<file path="config.mk">
export PLATFORM = sky130hd
export DESIGN_NAME = tcs_channel_regs
export DESIGN_NICKNAME = d
export VERILOG_FILES = /design/src/rtl/tcs_channel_regs.v
export VERILOG_INCLUDE_DIRS = /design/src /design/src/rtl
export SDC_FILE = /design/constraint.sdc
export NUM_CORES = 1
export LEC_CHECK = 0
export BUFFER_PORTS_ARGS = -buffer_cell sky130_fd_sc_hd__buf_2
export CAP_MARGIN = 20
export CELL_PAD_IN_SITES_DETAIL_PLACEMENT = 0
export CELL_PAD_IN_SITES_GLOBAL_PLACEMENT = 1
export CORE_MARGIN = 1.5
export CORE_UTILIZATION = 30
export DETAILED_ROUTE_END_ITERATION = 6
export GPL_TIMING_DRIVEN = 0
export PLACE_DENSITY_LB_ADDON = 0.1
export RECOVER_POWER = 50
export SLEW_MARGIN = 20
export SYNTH_ARGS = -nofsm -noshare
export SYNTH_HDL_FRONTEND = slang
export SYNTH_SLANG_ARGS = --single-unit
export TNS_END_PERCENT = 30
</file>
<file path="constraint.sdc">
create_clock -name CLOCK_I -period 5.15 [get_ports CLOCK_I]
set_clock_uncertainty 0.05 [all_clocks]
set_input_delay 0.515 -clock CLOCK_I [delete_from_list [all_inputs] [get_ports CLOCK_I]]
set_output_delay 0.515 -clock CLOCK_I [all_outputs]
set_load 0.02 [all_outputs]
</file>
<file path="src/rtl/tcs_defs.vh">
// register map, field positions and reset values of the timer channel block
`ifndef TCS_DEFS_VH
`define TCS_DEFS_VH

// byte offsets of the registers inside one channel window
`define TCS_OFF_COUNT      6'h10
`define TCS_OFF_CC_A       6'h14
`define TCS_OFF_CC_B       6'h18
`define TCS_OFF_CMP_C      6'h1c
`define TCS_OFF_STATUS     6'h20
`define TCS_OFF_IRQ_SET    6'h24
`define TCS_OFF_IRQ_CLR    6'h28
`define TCS_OFF_IRQ_MASK   6'h2c

// address layout: offset in [5:0], channel in [7:6], [11:8] must be zero
`define TCS_ADDR_W         12
`define TCS_CH_LSB         6
`define TCS_CH_MSB         7
`define TCS_TOP_LSB        8

// status flag positions
`define TCS_ST_WRAP        0
`define TCS_ST_OVERRUN     1
`define TCS_ST_MATCH_A     2
`define TCS_ST_MATCH_B     3
`define TCS_ST_MATCH_C     4
`define TCS_ST_CAPT_A      5
`define TCS_ST_CAPT_B      6
`define TCS_ST_TRIG        7
`define TCS_ST_CLK_RUN     16
`define TCS_ST_PIN_A       17
`define TCS_ST_PIN_B       18

// flags that may exist only in one mode
`define TCS_CAPT_ONLY      8'h62
`define TCS_WAVE_ONLY      8'h0c

// reset values
`define TCS_RST_VALUE16    16'h0000
`define TCS_RST_FLAGS      8'h00
`define TCS_RST_MASK       8'h00
`define TCS_RST_DATA       32'h0000_0000

`endif

</file>
<file path="src/rtl/tcs_channel_regs.v">
// register, sticky status and interrupt logic of a three channel timer
//
// Overview of operation
// - count register reads the live 16-bit count, upper bits zero
// - registers A and B take writes only in waveform mode; always read
// - compare C is 16-bit read/write in both modes
// - status bit 0 sets on count wrap, cleared by status read
// - bit 1 sets on second unread load of A or B, capture mode only
// - bits 2 and 3 set on match A or B, waveform mode only
// - bit 4 sets on match C in either mode, cleared by status read
// - bits 5 and 6 set on capture load of A or B, capture mode only
// - bit 7 sets on external trigger, cleared by status read
// - bit 16 shows live counter clock enable, not sticky
// - bit 17 mirrors line A: pin in capture, driven level in waveform
// - bit 18 mirrors line B: pin in capture, driven level in waveform
// - ones written to enable-set register enable the matching interrupts
// - ones written to enable-clear register disable matching interrupts
// - mask register reads which interrupts are enabled, status layout
// - mode select zero is capture, one is waveform; steers the above
`timescale 1ns/1ns
`default_nettype none
`include "tcs_defs.vh"

module tcs_channel_regs #(
  parameter NCH = 3
) (
  // clock and reset
  input  wire                     CLOCK_I,
  input  wire                     RST_I,
  // apb slave
  input  wire                     PSEL_I,
  input  wire                     PENABLE_I,
  input  wire                     PWRITE_I,
  input  wire [`TCS_ADDR_W-1:0]   PADDR_I,
  input  wire [31:0]              PWDATA_I,
  output wire [31:0]              PRDATA_O,
  output wire                     PREADY_O,
  output wire                     PSLVERR_O,
  // counting logic, one field per channel
  input  wire [16*NCH-1:0]        LIVE_COUNT_I,
  input  wire [NCH-1:0]           WAVE_I,
  input  wire [NCH-1:0]           WRAP_I,
  input  wire [NCH-1:0]           MATCH_A_I,
  input  wire [NCH-1:0]           MATCH_B_I,
  input  wire [NCH-1:0]           MATCH_C_I,
  input  wire [NCH-1:0]           CAPT_A_I,
  input  wire [NCH-1:0]           CAPT_B_I,
  input  wire [NCH-1:0]           EXT_TRIG_I,
  input  wire [NCH-1:0]           CLK_RUN_I,
  // line levels: sampled pin and driven waveform level
  input  wire [NCH-1:0]           LINE_A_PIN_I,
  input  wire [NCH-1:0]           LINE_A_DRV_I,
  input  wire [NCH-1:0]           LINE_B_PIN_I,
  input  wire [NCH-1:0]           LINE_B_DRV_I,
  // register values to the compare logic
  output wire [16*NCH-1:0]        CC_A_O,
  output wire [16*NCH-1:0]        CC_B_O,
  output wire [16*NCH-1:0]        CMP_C_O,
  // interrupts
  output wire [NCH-1:0]           CH_IRQ_O,
  output wire                     IRQ_O
);

  reg  [31:0]          prdata;
  reg                  pready;
  reg                  pslverr;
  reg                  irq_any;
  reg                  off_ok;
  reg  [31:0]          rd_sel;
  wire [5:0]           reg_off;
  wire [1:0]           chan_idx;
  wire                 hit;
  wire                 access_go;
  wire                 wr_go;
  wire                 rd_go;
  wire [32*NCH-1:0]    rd_all;
  wire [NCH-1:0]       ch_irq;

  assign reg_off  = PADDR_I[5:0];
  assign chan_idx = PADDR_I[`TCS_CH_MSB:`TCS_CH_LSB];

  // offset decode; the write-only registers are mapped and read as zero
  always @*
  begin
    case (reg_off)
      `TCS_OFF_COUNT,
      `TCS_OFF_CC_A,
      `TCS_OFF_CC_B,
      `TCS_OFF_CMP_C,
      `TCS_OFF_STATUS,
      `TCS_OFF_IRQ_SET,
      `TCS_OFF_IRQ_CLR,
      `TCS_OFF_IRQ_MASK: off_ok = 1'b1;
      default:           off_ok = 1'b0;
    endcase
  end

  assign hit = off_ok
             && (PADDR_I[`TCS_ADDR_W-1:`TCS_TOP_LSB] == 4'h0)
             && ({30'h0, chan_idx} < NCH);

  // a transfer completes at the edge where the registered pready is high
  assign access_go = PSEL_I & PENABLE_I & pready;
  assign wr_go     = access_go & PWRITE_I & hit;
  assign rd_go     = access_go & ~PWRITE_I & hit;

  // read mux across channels; unmapped reads give zero
  always @*
  begin
    rd_sel = `TCS_RST_DATA;
    if (hit)
      rd_sel = rd_all[32*chan_idx +: 32];
  end

  // one wait state: data is captured while pready rises, so the status
  // snapshot the master sees is exactly the set of flags that get cleared
  always @(posedge CLOCK_I)
  begin
    if (RST_I)
    begin
      pready  <= 1'b0;
      prdata  <= `TCS_RST_DATA;
      pslverr <= 1'b0;
    end
    else
    begin
      pready <= PSEL_I & PENABLE_I & ~pready;
      if (PSEL_I & PENABLE_I & ~pready)
      begin
        prdata  <= PWRITE_I ? `TCS_RST_DATA : rd_sel;
        pslverr <= ~hit;
      end
    end
  end

  genvar g;
  generate
    for (g = 0; g < NCH; g = g + 1)
    begin : g_ch
      localparam [1:0] CH = g;
      // private copy per channel, nothing shared
      reg  [15:0] cc_a;
      reg  [15:0] cc_b;
      reg  [15:0] cmp_c;
      reg  [7:0]  flags;
      reg  [7:0]  mask;
      reg         unread_a;
      reg         unread_b;
      reg         irq;
      reg  [31:0] rdata;
      reg  [7:0]  next_flags;
      wire        sel;
      wire        wave;
      wire [15:0] cnt;
      wire        line_a;
      wire        line_b;
      wire        load_a;
      wire        load_b;
      wire [7:0]  ev;
      wire [7:0]  clr;
      wire [7:0]  keep;

      assign sel    = (chan_idx == CH);
      assign wave   = WAVE_I[g];
      assign cnt    = LIVE_COUNT_I[16*g +: 16];
      assign load_a = CAPT_A_I[g] & ~wave;
      assign load_b = CAPT_B_I[g] & ~wave;
      // mirror source follows the mode
      assign line_a = wave ? LINE_A_DRV_I[g] : LINE_A_PIN_I[g];
      assign line_b = wave ? LINE_B_DRV_I[g] : LINE_B_PIN_I[g];

      // event vector in status layout
      assign ev[`TCS_ST_WRAP]    = WRAP_I[g];
      assign ev[`TCS_ST_OVERRUN] = (load_a & unread_a)
                                 | (load_b & unread_b);
      assign ev[`TCS_ST_MATCH_A] = MATCH_A_I[g] & wave;
      assign ev[`TCS_ST_MATCH_B] = MATCH_B_I[g] & wave;
      assign ev[`TCS_ST_MATCH_C] = MATCH_C_I[g];
      assign ev[`TCS_ST_CAPT_A]  = load_a;
      assign ev[`TCS_ST_CAPT_B]  = load_b;
      assign ev[`TCS_ST_TRIG]    = EXT_TRIG_I[g];

      // only flags shown in the read snapshot are cleared, so an event
      // landing after the snapshot survives the read
      assign clr  = (rd_go & sel & (reg_off == `TCS_OFF_STATUS))
                  ? prdata[7:0] : 8'h00;
      // mode-foreign flags are forced to zero
      assign keep = wave ? ~`TCS_CAPT_ONLY : ~`TCS_WAVE_ONLY;

      // set wins over the read clear
      always @*
      begin
        next_flags = ((flags & ~clr) | ev) & keep;
      end

      // read data of this channel's window
      always @*
      begin
        rdata = `TCS_RST_DATA;
        case (reg_off)
          `TCS_OFF_COUNT:    rdata = {16'h0000, cnt};
          `TCS_OFF_CC_A:     rdata = {16'h0000, cc_a};
          `TCS_OFF_CC_B:     rdata = {16'h0000, cc_b};
          `TCS_OFF_CMP_C:    rdata = {16'h0000, cmp_c};
          `TCS_OFF_STATUS:
          begin
            rdata[7:0]            = flags;
            rdata[`TCS_ST_CLK_RUN] = CLK_RUN_I[g];
            rdata[`TCS_ST_PIN_A]   = line_a;
            rdata[`TCS_ST_PIN_B]   = line_b;
          end
          `TCS_OFF_IRQ_MASK: rdata = {24'h000000, mask};
          default:           rdata = `TCS_RST_DATA;
        endcase
      end
      assign rd_all[32*g +: 32] = rdata;

      // storage, flags and mask
      always @(posedge CLOCK_I)
      begin
        if (RST_I)
        begin
          cc_a     <= `TCS_RST_VALUE16;
          cc_b     <= `TCS_RST_VALUE16;
          cmp_c    <= `TCS_RST_VALUE16;
          flags    <= `TCS_RST_FLAGS;
          mask     <= `TCS_RST_MASK;
          unread_a <= 1'b0;
          unread_b <= 1'b0;
          irq      <= 1'b0;
        end
        else
        begin
          // capture has priority; software writes only in waveform mode
          if (load_a)
            cc_a <= cnt;
          else if (wr_go & sel & wave & (reg_off == `TCS_OFF_CC_A))
            cc_a <= PWDATA_I[15:0];
          if (load_b)
            cc_b <= cnt;
          else if (wr_go & sel & wave & (reg_off == `TCS_OFF_CC_B))
            cc_b <= PWDATA_I[15:0];
          if (wr_go & sel & (reg_off == `TCS_OFF_CMP_C))
            cmp_c <= PWDATA_I[15:0];

          // a load marks the register unread until software reads it or the channel is in waveform mode
          if (load_a)
            unread_a <= 1'b1;
          else if ((rd_go & sel & (reg_off == `TCS_OFF_CC_A)) | wave)
            unread_a <= 1'b0;
          if (load_b)
            unread_b <= 1'b1;
          else if ((rd_go & sel & (reg_off == `TCS_OFF_CC_B)) | wave)
            unread_b <= 1'b0;

          flags <= next_flags;

          if (wr_go & sel & (reg_off == `TCS_OFF_IRQ_SET))
            mask <= mask | PWDATA_I[7:0];
          else if (wr_go & sel & (reg_off == `TCS_OFF_IRQ_CLR))
            mask <= mask & ~PWDATA_I[7:0];

          // one cycle behind the flags, so the pin comes from a flop
          irq <= |(flags & mask);
        end
      end

      assign CC_A_O[16*g +: 16]  = cc_a;
      assign CC_B_O[16*g +: 16]  = cc_b;
      assign CMP_C_O[16*g +: 16] = cmp_c;
      assign ch_irq[g]           = irq;
    end
  endgenerate

  // shared interrupt line, registered
  always @(posedge CLOCK_I)
  begin
    if (RST_I)
      irq_any <= 1'b0;
    else
      irq_any <= |ch_irq;
  end

  assign PRDATA_O  = prdata;
  assign PREADY_O  = pready;
  assign PSLVERR_O = pslverr;
  assign CH_IRQ_O  = ch_irq;
  assign IRQ_O     = irq_any;

endmodule // tcs_channel_regs
`default_nettype wire

</file>
Word-level counts from Yosys, hierarchy flattened --
Cells that the tools add are included.
Storage, ports and cells: register bits 236, input bits 136, output and inout bits 182, word-level logic and storage cells 213
Cells by class: order comparisons 1, eq/ne operators 10, shift operators 1, mux-type cells 54, bitwise gates (word level) 95, reduce and logical (&&, ||, !) cells 24
Operator list (count):
- $mux W16 | 12
- $pmux W8 S6 | 3
- $and A8 B8 Y8 | 12
- $pmux W8 S4 | 3
- $shiftx A96 B8 Y32 | 1
- $mux W8 | 9
- $mux W32 | 2
- $and A1 B1 Y1 | 58
- $or A8 B8 Y8 | 6
- $not A8 Y8 | 4
- $reduce_or A8 Y1 | 4
- $reduce_bool A2 Y1 | 15
- $eq A6 B5 Y1 const B | 4
- $eq A6 B6 Y1 const B | 4
- $mux W7 | 3
- $mux W1 | 19
- $mux W3 | 3
- $or A1 B1 Y1 | 9
- $not A1 Y1 | 6
- $logic_not A4 Y1 | 1
- $reduce_or A3 Y1 | 1
- $eq A2 B1 Y1 const B | 1
- $eq A2 B2 Y1 const B | 1
- $logic_and A1 B1 Y1 | 2
- 2 further kinds | 2

Logic depth before layout (Yosys ltp) --
Gate-level depths: netlist of the first run.
depth after elaboration 13, depth in mapped cells 9, mapped depth without buffers 5

Worst setup path after synthesis of the first run --
Ideal clock, no wire load.
kind input to register, from in PADDR_I[6], to reg g_ch[0].mask[5], library setup time 0.116 ns, arrival time 2.113 ns, data required time 4.984 ns, path slack 2.872 ns, cell stages on the path 7, path buffers 2, path through buf_2 a211oi_4 nand2_2 nor4_4 buf_4 a21oi_1 a31o_1
On the way: word-level cells in the longest chain between the ends 6, elaborated cells between the ends (all ways) 9, those cells by class 1 x order compare; 1 x mux; 4 x bitwise; 3 x reduce/logical
Ends and longest elaborated chain:
- start: declaration | line tcs_channel_regs.v:34 | input wire [`TCS_ADDR_W-1:0] PADDR_I,
- $lt A2 B2 Y1 | line tcs_channel_regs.v:100 | && ({30'h0, chan_idx} < NCH);
- $logic_and A1 B1 Y1 | line tcs_channel_regs.v:98 | assign hit = off_ok
- $and A1 B1 Y1 | line tcs_channel_regs.v:104 | assign wr_go = access_go & PWRITE_I & hit;
- $and A1 B1 Y1 * | line tcs_channel_regs.v:258, tcs_channel_regs.v:260
- $and A1 B1 Y1, on equally long branches | line tcs_channel_regs.v:258, tcs_channel_regs.v:260
- $mux W8 / $reduce_bool A2 Y1 (equally long branches)
- end signal: assignment | line tcs_channel_regs.v:227 | mask <= `TCS_RST_MASK;
- end signal: assignment | line tcs_channel_regs.v:259 | mask <= mask | PWDATA_I[7:0];
- end signal: assignment | line tcs_channel_regs.v:261 | mask <= mask & ~PWDATA_I[7:0];
- end: declaration | line tcs_channel_regs.v:146 | reg [7:0] mask;
Every way passes the cells marked *; elsewhere a longest branch is shown, timed or not. A chain may end at the register's enable or synchronous reset.

Worst setup path in the final report of the first run --
from in PADDR_I[4], to reg g_ch[0].mask[6]
On the way: word-level cells in the longest chain between the ends 9, elaborated cells between the ends (all ways) 18, those cells by class 8 x eq/ne; 2 x mux; 4 x bitwise; 4 x reduce/logical
Ends and longest elaborated chain:
- $eq A6 B6 Y1 / $eq A6 B5 Y1 (equally long branches) | line tcs_channel_regs.v:85 | case (reg_off)
- $reduce_or A8 Y1 | line tcs_channel_regs.v:85
- $mux W1 | line tcs_channel_regs.v:85
- $logic_and A1 B1 Y1 (2 in series) | line tcs_channel_regs.v:98
- $and A1 B1 Y1 | line tcs_channel_regs.v:104
- $and A1 B1 Y1 | line tcs_channel_regs.v:258, tcs_channel_regs.v:260
- $and A1 B1 Y1, on equally long branches | line tcs_channel_regs.v:258, tcs_channel_regs.v:260
- $mux W8 / $reduce_bool A2 Y1 (equally long branches)
Several ways; a longest one is shown, not always the timed one.

==> results.yml, run 1 <==
clock_network:
  cts-buffers-inserted: 28
  cts.clk_slew.worst_paths_ns: 0.06
  ctsHoldBuffers: 0
  cts-root-buf: "clkbuf_16"
  ctsLongestPathBuffers: 3
  cts.sinks: 223
  htreeDepth: 1
  tritoncts: "done"
  ctsResizeCount: 0
  cts_setup_buffers: 0
  worstSkewPairLatency_ns: 0.56
logic_synthesis:
  ys_types: 72
  async_reset_ff_share_pct: 0
  yosys.area.top_type: "dfxtp_1"
  postSynthAreaPerCell_sq_um: 8.67
  yosysTopAreaCellShare_pct: 36.8
  netlist_area_sq_um: 12100
  yosys-top-cells-area: "dfxtp_1, mux2i_1, o311a_1"
  seq_area_frac_synth_pct: 36.8
  synth_seq_cells: 223
  syn_inst: 1398
  synth_edf_count: 0
  ys_warn_count: 0
  synth_ff_type: "dfxtp_1"
setup_path:
  path_cells: "buf_2, clkbuf_1, xor2_1, nand3_1, nor4_1, buf_4, a21oi_1, a31o_1"
  slowest_delay_ns: 1.34
  setup.worst_path.start_class: "input pin"
  crit_fanout: 10
  regToRegSetupSlack_ns: 1.97
  critPathCaptureType: "flip-flop"
  critPathArrivalTime_ns: 3.94
  critPathKind: "in -> reg"
  cp_slowest_cell: "nor4_1"
  crit_required_ns: 5.55
run_status:
  status: "finished, violations left"
  violations: "max-capacitance violations, max-slew violations"
floorplan:
  die_h_um: 204
  core_area_sq_um: 39800
  die-area_sq_um: 41600
  rows: 73
  io-pin-count: 318
  start_util_pct: 30.4
  die_w_um: 204
global_route:
  grt_use_met3_pct: 3.70
  grtUsageTotal_pct: 30.9
  overflow: 0
  gr-usage-met1_pct: 43.5
  grt_pass1_wl_um: 92500
  grt_most_used_layer: "met2"
  grt_max_degree: 14
  grt_pass1_vias: 12600
  antenna_found_initial: 3
  grt_use_met2_pct: 49.5
timing:
  maxSlewViolCount: 19
  setup-violations-final: 0
  timing.hold.ws_ns: 0.135
  period_minus_slack_ns: 3.54
  worst_pin_slew_ns: 1.56
  final.period_utilization_pct: 68.7
  fmaxAchievable_mhz: 283
  relSlewSlack_pct: -4.81
  tns_ns: 0
  timing.final.ws_setup_ns: 1.61
  rsz0062_at_grt: "false"
  final_hold_viol_count: 0
finish:
  drive_gt1_share_pct: 13.4
  mostFrequentLayoutCells: "clkbuf_1, dfxtp_1, nand2_1"
  post-route-util_pct: 37.6
  area_growth_pct: 23.5
  fin_nets: 1850
  final_common_cell: "clkbuf_1"
  fillerInstances: 4348
  final_area_sq_um: 15000
  final_cell_count_no_fill: 2262
routing:
  viasPerCell: 5.93
  drt_iter0_drc: 1286
  drc: 0
  postRouteAntennaNets: 0
  drtPass1Iterations: 5
  drt_wl_total_um: 66600
  wire_per_inst_um: 29.4
  vias: 13400
placement:
  gp_congestion: 0.939
  placed_cells: 2209
  place_area_sq_um: 14200
  place_ws_ns: 1.68
  dp_hpwl_um: 51900
  portBuffers: 274
power_and_ir_drop:
  ir_drop_uv: 245
  p_leak_nw: 5.84
  powerDensity_nw_per_um2: 315
  total_power_mw: 4.72
run:
  cap_violations: 2
hold_path:
  hold_class: "in -> reg"
-- state kept, by name (all words and copies together), names as in the netlist --
signal         cells
g_ch.irq           3
g_ch.mask         24
PSLVERR_O          1
PRDATA_O          19
IRQ_O              1
g_ch.unread_a      3
g_ch.cmp_c        48
PREADY_O           1
g_ch.flags        24
g_ch.cc_b         48
g_ch.unread_b      3
g_ch.cc_a         48
-- cell type report --
cell class                      count  area, sq um  share of cell area [%]
Timing Repair Buffer              274         1160                    7.74
Clock inverter                      7          138                   0.920
Sequential cell                   223         4460                    29.8
Multi-Input combinational cell    992         6780                    45.3
Clock buffer                       44          882                    5.90
Tap cell                          525          657                    4.39
Buffer                            171          793                    5.30
Antenna cell                        2         5.00                  0.0334
Inverter                           24         90.1                   0.602
-- metal layers --
| metal | part of all wire (%) | wire [um] |
|---|---|---|
| met5 | 0.020 | 13 |
| met4 | 3.0 | 1980 |
| met3 | 7.3 | 4870 |
| met2 | 45 | 30000 |
| met1 | 45 | 29700 |
-- where the power goes --
group | internal (mW) | switching, mW
registers | 1.79 | 0.0759
logic | 0.207 | 0.446
clock network | 1.37 | 0.832
-- final timing paths --
check | to | cells past startpoint | start
hold reg to reg | PRDATA_O[17] | 2 | PRDATA_O[17]
hold / removal | g_ch[0].flags[2] | 3 | MATCH_A_I[0]
setup / recovery | g_ch[0].mask[6] | 8 | PADDR_I[4]
setup reg to reg | g_ch[0].mask[6] | 6 | PREADY_O
-- cell families after synthesis --
group                  synth area share [%]
AND/OR/NAND/NOR                        14.0
multiplexers                           8.53
flip-flops                             36.8
XOR/XNOR                              0.207
AO/OA/AOI/OAI                          33.1
other                                0.0309
buffers and inverters                  7.33
-- synthesized netlist by cell type (12+ instances only) --
cell      instances
inv_1            23
nor4_4           12
o21ai_0          36
buf_2            23
a22oi_1          73
buf_1            16
a22o_1           42
a21oi_1         113
mux2i_1         101
a31oi_1          12
buf_4            32
dfxtp_1         223
nor2_1           26
o21ai_1         102
nand2_1         174
o311a_1          96
nand3_1          20
clkbuf_1         99
a21o_1           21
and3b_1          12
-- worst max-delay path: cells and delay by family --
kind	cells	cell delay [ns]
AO/OA/AOI/OAI	2	0.29
XOR/XNOR	1	0.53
buffers and inverters	3	0.85
AND/OR/NAND/NOR	2	1.75
Power figures use the tool's default switching activity.
==> run 2: changes to the inputs <==
--- a/config.mk
+++ b/config.mk
@@ -6,6 +6,7 @@
 export SDC_FILE = /design/constraint.sdc
 export NUM_CORES = 1
 export LEC_CHECK = 0
+export ABC_AREA = 1
 export BUFFER_PORTS_ARGS = -buffer_cell sky130_fd_sc_hd__buf_2
 export CAP_MARGIN = 20
 export CELL_PAD_IN_SITES_DETAIL_PLACEMENT = 0
==> constraint.sdc (replaced) <==
create_clock -name CLOCK_I -period 3.55 [get_ports CLOCK_I]
set_clock_uncertainty 0.05 [all_clocks]
set_input_delay 0.355 -clock CLOCK_I [delete_from_list [all_inputs] [get_ports CLOCK_I]]
set_output_delay 0.355 -clock CLOCK_I [all_outputs]
set_load 0.02 [all_outputs]
==> results.yml, run 2 <==
setup_path:
  critPathArrivalTime_ns: 3.41
  critPathCaptureType: "flip-flop"
  cpMostUsedCell: "nand2_1"
  path_cells: "clkbuf_1, nand2_1, nand2_1, nor3_1, nand3_4, nor3_1, clkbuf_1, nand3_1, nand2_1, nor2_1"
  slowest_delay_ns: 0.72
  cp_slowest_cell: "nor3_1"
  crit_fanout: 10
  ff2ff_path_depth: 8
  critPathKind: "in -> reg"
  crit_required_ns: 3.96
  setup.worst_path.start_class: "input pin"
routing:
  vias: 15100
  viasPerCell: 5.21
  drt_iter0_drc: 1284
  drtPass1Iterations: 6
  wire_per_inst_um: 24.2
  postRouteAntennaNets: 0
  drt_wl_total_um: 70300
  drc: 0
finish:
  fillerInstances: 4655
  drive_gt1_share_pct: 9.41
  antenna_cells: 0
  register_area_sq_um: 4460
  area_growth_pct: 24.8
  fin_nets: 2485
  final_common_cell: "nand2_1"
  multiInputGateArea_sq_um: 6530
  mostFrequentLayoutCells: "nand2_1, clkbuf_1, nor2_1"
  final_cell_count_no_fill: 2903
  reg.largest.list: "g_ch.cc_a x48, g_ch.cc_b x48, g_ch.cmp_c x48"
logic_synthesis:
  yosys-top-cells-area: "dfxtp_1, nand2_1, a21oi_1"
  yosysTopAreaCellShare_pct: 35.9
  yosysMostFrequentCell: "nand2_1"
  ys_types: 32
  synth_commonest_cells: "nand2_1, nor2_1, a21oi_1, dfxtp_1, nand3_1"
  synth_edf_count: 0
  synth_ff_type: "dfxtp_1"
  seq_area_frac_synth_pct: 35.9
  synth_seq_cells: 223
  syn_inst: 2010
  async_reset_ff_share_pct: 0
  ys_warn_count: 0
  netlist_area_sq_um: 12400
  yosys.area.top_type: "dfxtp_1"
  postSynthAreaPerCell_sq_um: 6.19
floorplan:
  die_h_um: 207
  start_util_pct: 30.5
  rows: 74
  core_area_sq_um: 40800
  die-area_sq_um: 42700
  io-pin-count: 318
  die_w_um: 207
global_route:
  grt_max_degree: 14
  overflow: 0
  grt_pass1_vias: 13800
  antenna_found_initial: 0
  grtUsageTotal_pct: 32.1
  grt_pass1_wl_um: 97300
power_and_ir_drop:
  pwr-share-seq_pct: 38.5
  clkPwrFrac_pct: 46.9
  p_sw_share_pct: 29.7
  powerDensity_nw_per_um2: 449
  p_leak_nw: 6.58
  intPower_mw: 4.91
  ir_drop_uv: 322
  p_sw_mw: 2.07
  p_comb_share_pct: 14.5
hold_path:
  min_path_cells: 3
  hold_class: "in -> reg"
placement:
  placed_cells: 2833
  dp_hpwl_um: 54700
  gp_congestion: 0.936
  portBuffers: 279
clock_network:
  cts.sinks: 223
  cts.clk_slew.worst_paths_ns: 0.06
  worstSkewPairLatency_ns: 0.58
  cts-root-buf: "clkbuf_16"
  htreeDepth: 1
  cts-buffers-inserted: 28
  tritoncts: "done"
  ctsLongestPathBuffers: 3
timing:
  worst_pin_slew_ns: 1.20
  period_minus_slack_ns: 3.00
  relSlewSlack_pct: 19.9
  rsz0062_at_grt: "false"
  fmaxAchievable_mhz: 333
  final_hold_viol_count: 0
  maxSlewViolCount: 0
  tns_ns: 0
  setup-violations-final: 0
  final.period_utilization_pct: 84.6
run:
  cap_violations: 0
run_status:
  status: "finished clean"
run 2: per-layer routing:
metal | vias up | wire length (um) | track usage, %
met1 | 7180 | 32400 | 46.3
met4 | 0 | 2290 | 9.50
met3 | 105 | 5070 | 4.22
li1 | 7188 | - | -
met2 | 656 | 30600 | 49.4
met5 | - | 0 | 0
run 2: final cells by class:
class / count / area share (%)
Sequential cell: 223 / 28.8
Clock inverter: 14 / 1.43
Timing Repair Buffer: 297 / 8.78
Buffer: 164 / 4.58
Tap cell: 532 / 4.29
Inverter: 203 / 4.91
Multi-Input combinational cell: 1432 / 42.0
Clock buffer: 38 / 5.21
run 2: power groups by stage:
stage	registers [mW]	clock network, mW	logic [mW]
finish	2.69	3.28	1.02
global placement	2.74	0	1.00
floorplan	2.80	0	0.482
global route	2.70	3.40	1.10
CTS	2.69	3.30	1.02
detailed placement	2.74	0	1.00
run 2: cell families after synthesis:
logic type      Yosys count  share of synthesized area [%]
simple gates            957                           32.3
compound gates          462                           19.9
buf+inv                 367                           11.9
flops                   223                           35.9
other cells               1                         0.0301
run 2: worst paths after layout:
| path | startpoint | end | slack (ns) |
|---|---|---|---|
| min reg2reg | g_ch[1].mask[6] | g_ch[1].mask[6] | 0.41 |
| max | PADDR_I[6] | g_ch[0].mask[6] | 0.55 |
| max reg2reg | PREADY_O | g_ch[0].mask[6] | 1.17 |
| min | CAPT_A_I[0] | g_ch[0].flags[5] | 0.02 |
run 2: timing repair:
item	CTS	global route
endpoints found under the hold margin	18	0
setup buffers	0	0
hold buffers	18	0
gates resized for setup	0	0
run 2: metrics by stage:
step	worst slack, ns	hold WS [ns]	area, sq um	power, mW	utilization, %
floorplan	1.55	0.389	12500	3.28	-
global placement	0.0796	0.401	14500	3.74	35.6
detailed placement	0.145	0.406	14600	3.74	35.6
CTS	0.736	0.00596	15800	7.01	38.6
global route	0.325	0.0317	15500	7.20	38.0
finish	0.546	0.0221	15500	6.98	38.0
run 2: worst max-delay path: cells and delay by family:
kind	cells	cell delay [ns]
buffers and inverters	2	0.66
AND/OR/NAND/NOR	8	2.38
==> run 3: changes to the inputs <==
==> constraint.sdc (replaced) <==
create_clock -name CLOCK_I -period 2.44 [get_ports CLOCK_I]
set_clock_uncertainty 0.05 [all_clocks]
set_input_delay 0.244 -clock CLOCK_I [delete_from_list [all_inputs] [get_ports CLOCK_I]]
set_output_delay 0.244 -clock CLOCK_I [all_outputs]
set_load 0.02 [all_outputs]
==> results.yml, run 3 (synthesis gave the netlist of run 2 again) <==
run_status:
  status: "finished, violations left"
  violations: "negative setup slack"
hold_path:
  hold_class: "in -> reg"
  holdPathEnd: "PRDATA_O[18]"
  min_from: "LINE_B_PIN_I[2]"
  min_path_cells: 5
floorplan:
  io-pin-count: 318
  die_h_um: 207
  start_util_pct: 30.5
  die_w_um: 207
  die-area_sq_um: 42700
  core_area_sq_um: 40800
  rows: 74
finish:
  antenna_cells: 0
  post-route-util_pct: 38.3
  reg.largest.list: "g_ch.cc_a x48, g_ch.cc_b x48, g_ch.cmp_c x48"
  mostFrequentLayoutCells: "nand2_1, clkbuf_1, nor2_1"
  area_growth_pct: 25.7
  final_area_sq_um: 15600
  fillerInstances: 4645
  fin_nets: 2491
  drive_gt1_share_pct: 10.2
  final_common_cell: "nand2_1"
routing:
  drc: 0
  vias: 15200
  drt_iter0_drc: 1407
  drtPass1Iterations: 5
  drt_wl_total_um: 70300
  wire_per_inst_um: 24.2
  postRouteAntennaNets: 0
  viasPerCell: 5.22
setup_path:
  crit_family: "simple AND/OR/NAND/NOR gates"
  regToRegSetupSlack_ns: 0.19
  path_buf_inv: 3
  setup.worst_path.start_class: "input pin"
  path_cells: "clkbuf_1, nor2_1, inv_1, nor2_2, nand2_1, clkbuf_1, o21ai_0, nor2_1"
  crit_fanout: 10
  reg2reg_to: "g_ch[0].cmp_c[10]"
  crit_required_ns: 2.84
  slowest_delay_ns: 0.66
  critPathKind: "in -> reg"
  rr_startpoint: "PREADY_O"
  critPathArrivalTime_ns: 2.90
  critPathCaptureType: "flip-flop"
  ff2ff_path_depth: 8
  cp_slowest_cell: "nor2_1"
timing:
  timing.hold.ws_ns: 0.0435
  maxSlewViolCount: 0
  final_hold_viol_count: 0
  relSlewSlack_pct: 22.1
  period_minus_slack_ns: 2.50
  setup-violations-final: 2
  timing.final.ws_setup_ns: -0.0551
  tns_ns: -0.0585
  worst_pin_slew_ns: 1.17
  fmaxAchievable_mhz: 401
  rsz0062_at_grt: "true"
  final.period_utilization_pct: 102
clock_network:
  cts-root-buf: "clkbuf_16"
  cts.sinks: 223
  htreeDepth: 1
  tritoncts: "done"
  worstSkewPairLatency_ns: 0.58
  cts.clk_slew.worst_paths_ns: 0.06
  cts_setup_buffers: 0
  ctsLongestPathBuffers: 3
  cts-buffers-inserted: 28
global_route:
  grt_pass1_wl_um: 97400
  overflow: 0
  grt_pass1_vias: 13900
  antenna_found_initial: 0
  grtUsageTotal_pct: 32.1
  grt_max_degree: 14
run:
  cap_violations: 0
placement:
  dp_hpwl_um: 54700
  portBuffers: 279
  gp_congestion: 0.936
  place_area_sq_um: 14600
power_and_ir_drop:
  p_leak_nw: 6.65
  ir_drop_uv: 463
  powerDensity_nw_per_um2: 650
-- run 3: cell types whose count changed in the layout (fill, tap and decap cells not counted), moves of 2 or more --
cell           before  now
nor2_1            239  235
nor2_2              5    9
clkbuf_2            1   13
nor3_1              5    3
dlygate4sd3_1      18   24
clkbuf_1          268  257
buf_1              28   26
-- run 3: how the worst max path moves through the flow --
stage                          start                 to  slack [ns]  cells after the start
after CTS                 PADDR_I[1]        PRDATA_O[5]        0.03                     12
final                     PADDR_I[6]  g_ch[0].cmp_c[10]       -0.06                      8
after global placement    PADDR_I[1]       PRDATA_O[15]       -0.92                     12
after floorplan           PADDR_I[1]  g_ch[1].cmp_c[10]        0.55                     12
after global routing       WAVE_I[0]   g_ch[0].cc_a[10]       -0.07                     10
after detailed placement  PADDR_I[6]  g_ch[1].cmp_c[10]       -0.85                     10
-- run 3: cell type report --
cell class	instances	area, sq um	area share, %
inverter	203	762	4.87
tap	532	666	4.26
clock buffer	38	810	5.18
clock inverter	14	223	1.42
buffer	164	727	4.65
sequential	223	4460	28.6
timing repair buffer	303	1420	9.11
multi-input combinational	1432	6560	42.0
-- run 3: what timing repair did --
| item | 4_1_cts | 5_1_grt |
|---|---|---|
| hold buffers | 24 | 0 |
| resized for setup | 5 | 21 |
| endpoints found under the hold margin | 21 | 0 |
| endpoints found under the setup margin | 132 | 43 |
| cloned | 0 | 0 |
-- run 3: worst min-delay path, cell delays in order --
cell and delay, ns:
buf_2 0.10, nor2_1 0.09, o31ai_1 0.07, nand3_1 0.06
a21oi_1 0.05
-- run 3: layer usage --
layer | wire [um] | GRT usage (%)
met3 | 5060 | 4.21
met5 | 0 | 0
met1 | 32300 | 46.4
met4 | 2250 | 9.52
met2 | 30700 | 49.4
-- run 3: where the power goes --
| group | leakage (nW) | total, mW | internal (mW) | switching [mW] |
|---|---|---|---|---|
| Combinational | 4.32 | 1.49 | 0.424 | 1.07 |
| Sequential | 1.82 | 3.91 | 3.78 | 0.129 |
| Clock | 0.510 | 4.77 | 2.94 | 1.82 |
-- run 3: through the flow --
stage | cells | total power [mW] | setup WS (ns)
floorplan | 2022 | 4.77 | 0.549
global placement | 2833 | 5.44 | -0.919
detailed placement | 2833 | 5.45 | -0.854
CTS | 2909 | 10.2 | 0.0260
global route | 2909 | 10.5 | -0.0709
finish | 2909 | 10.2 | -0.0551
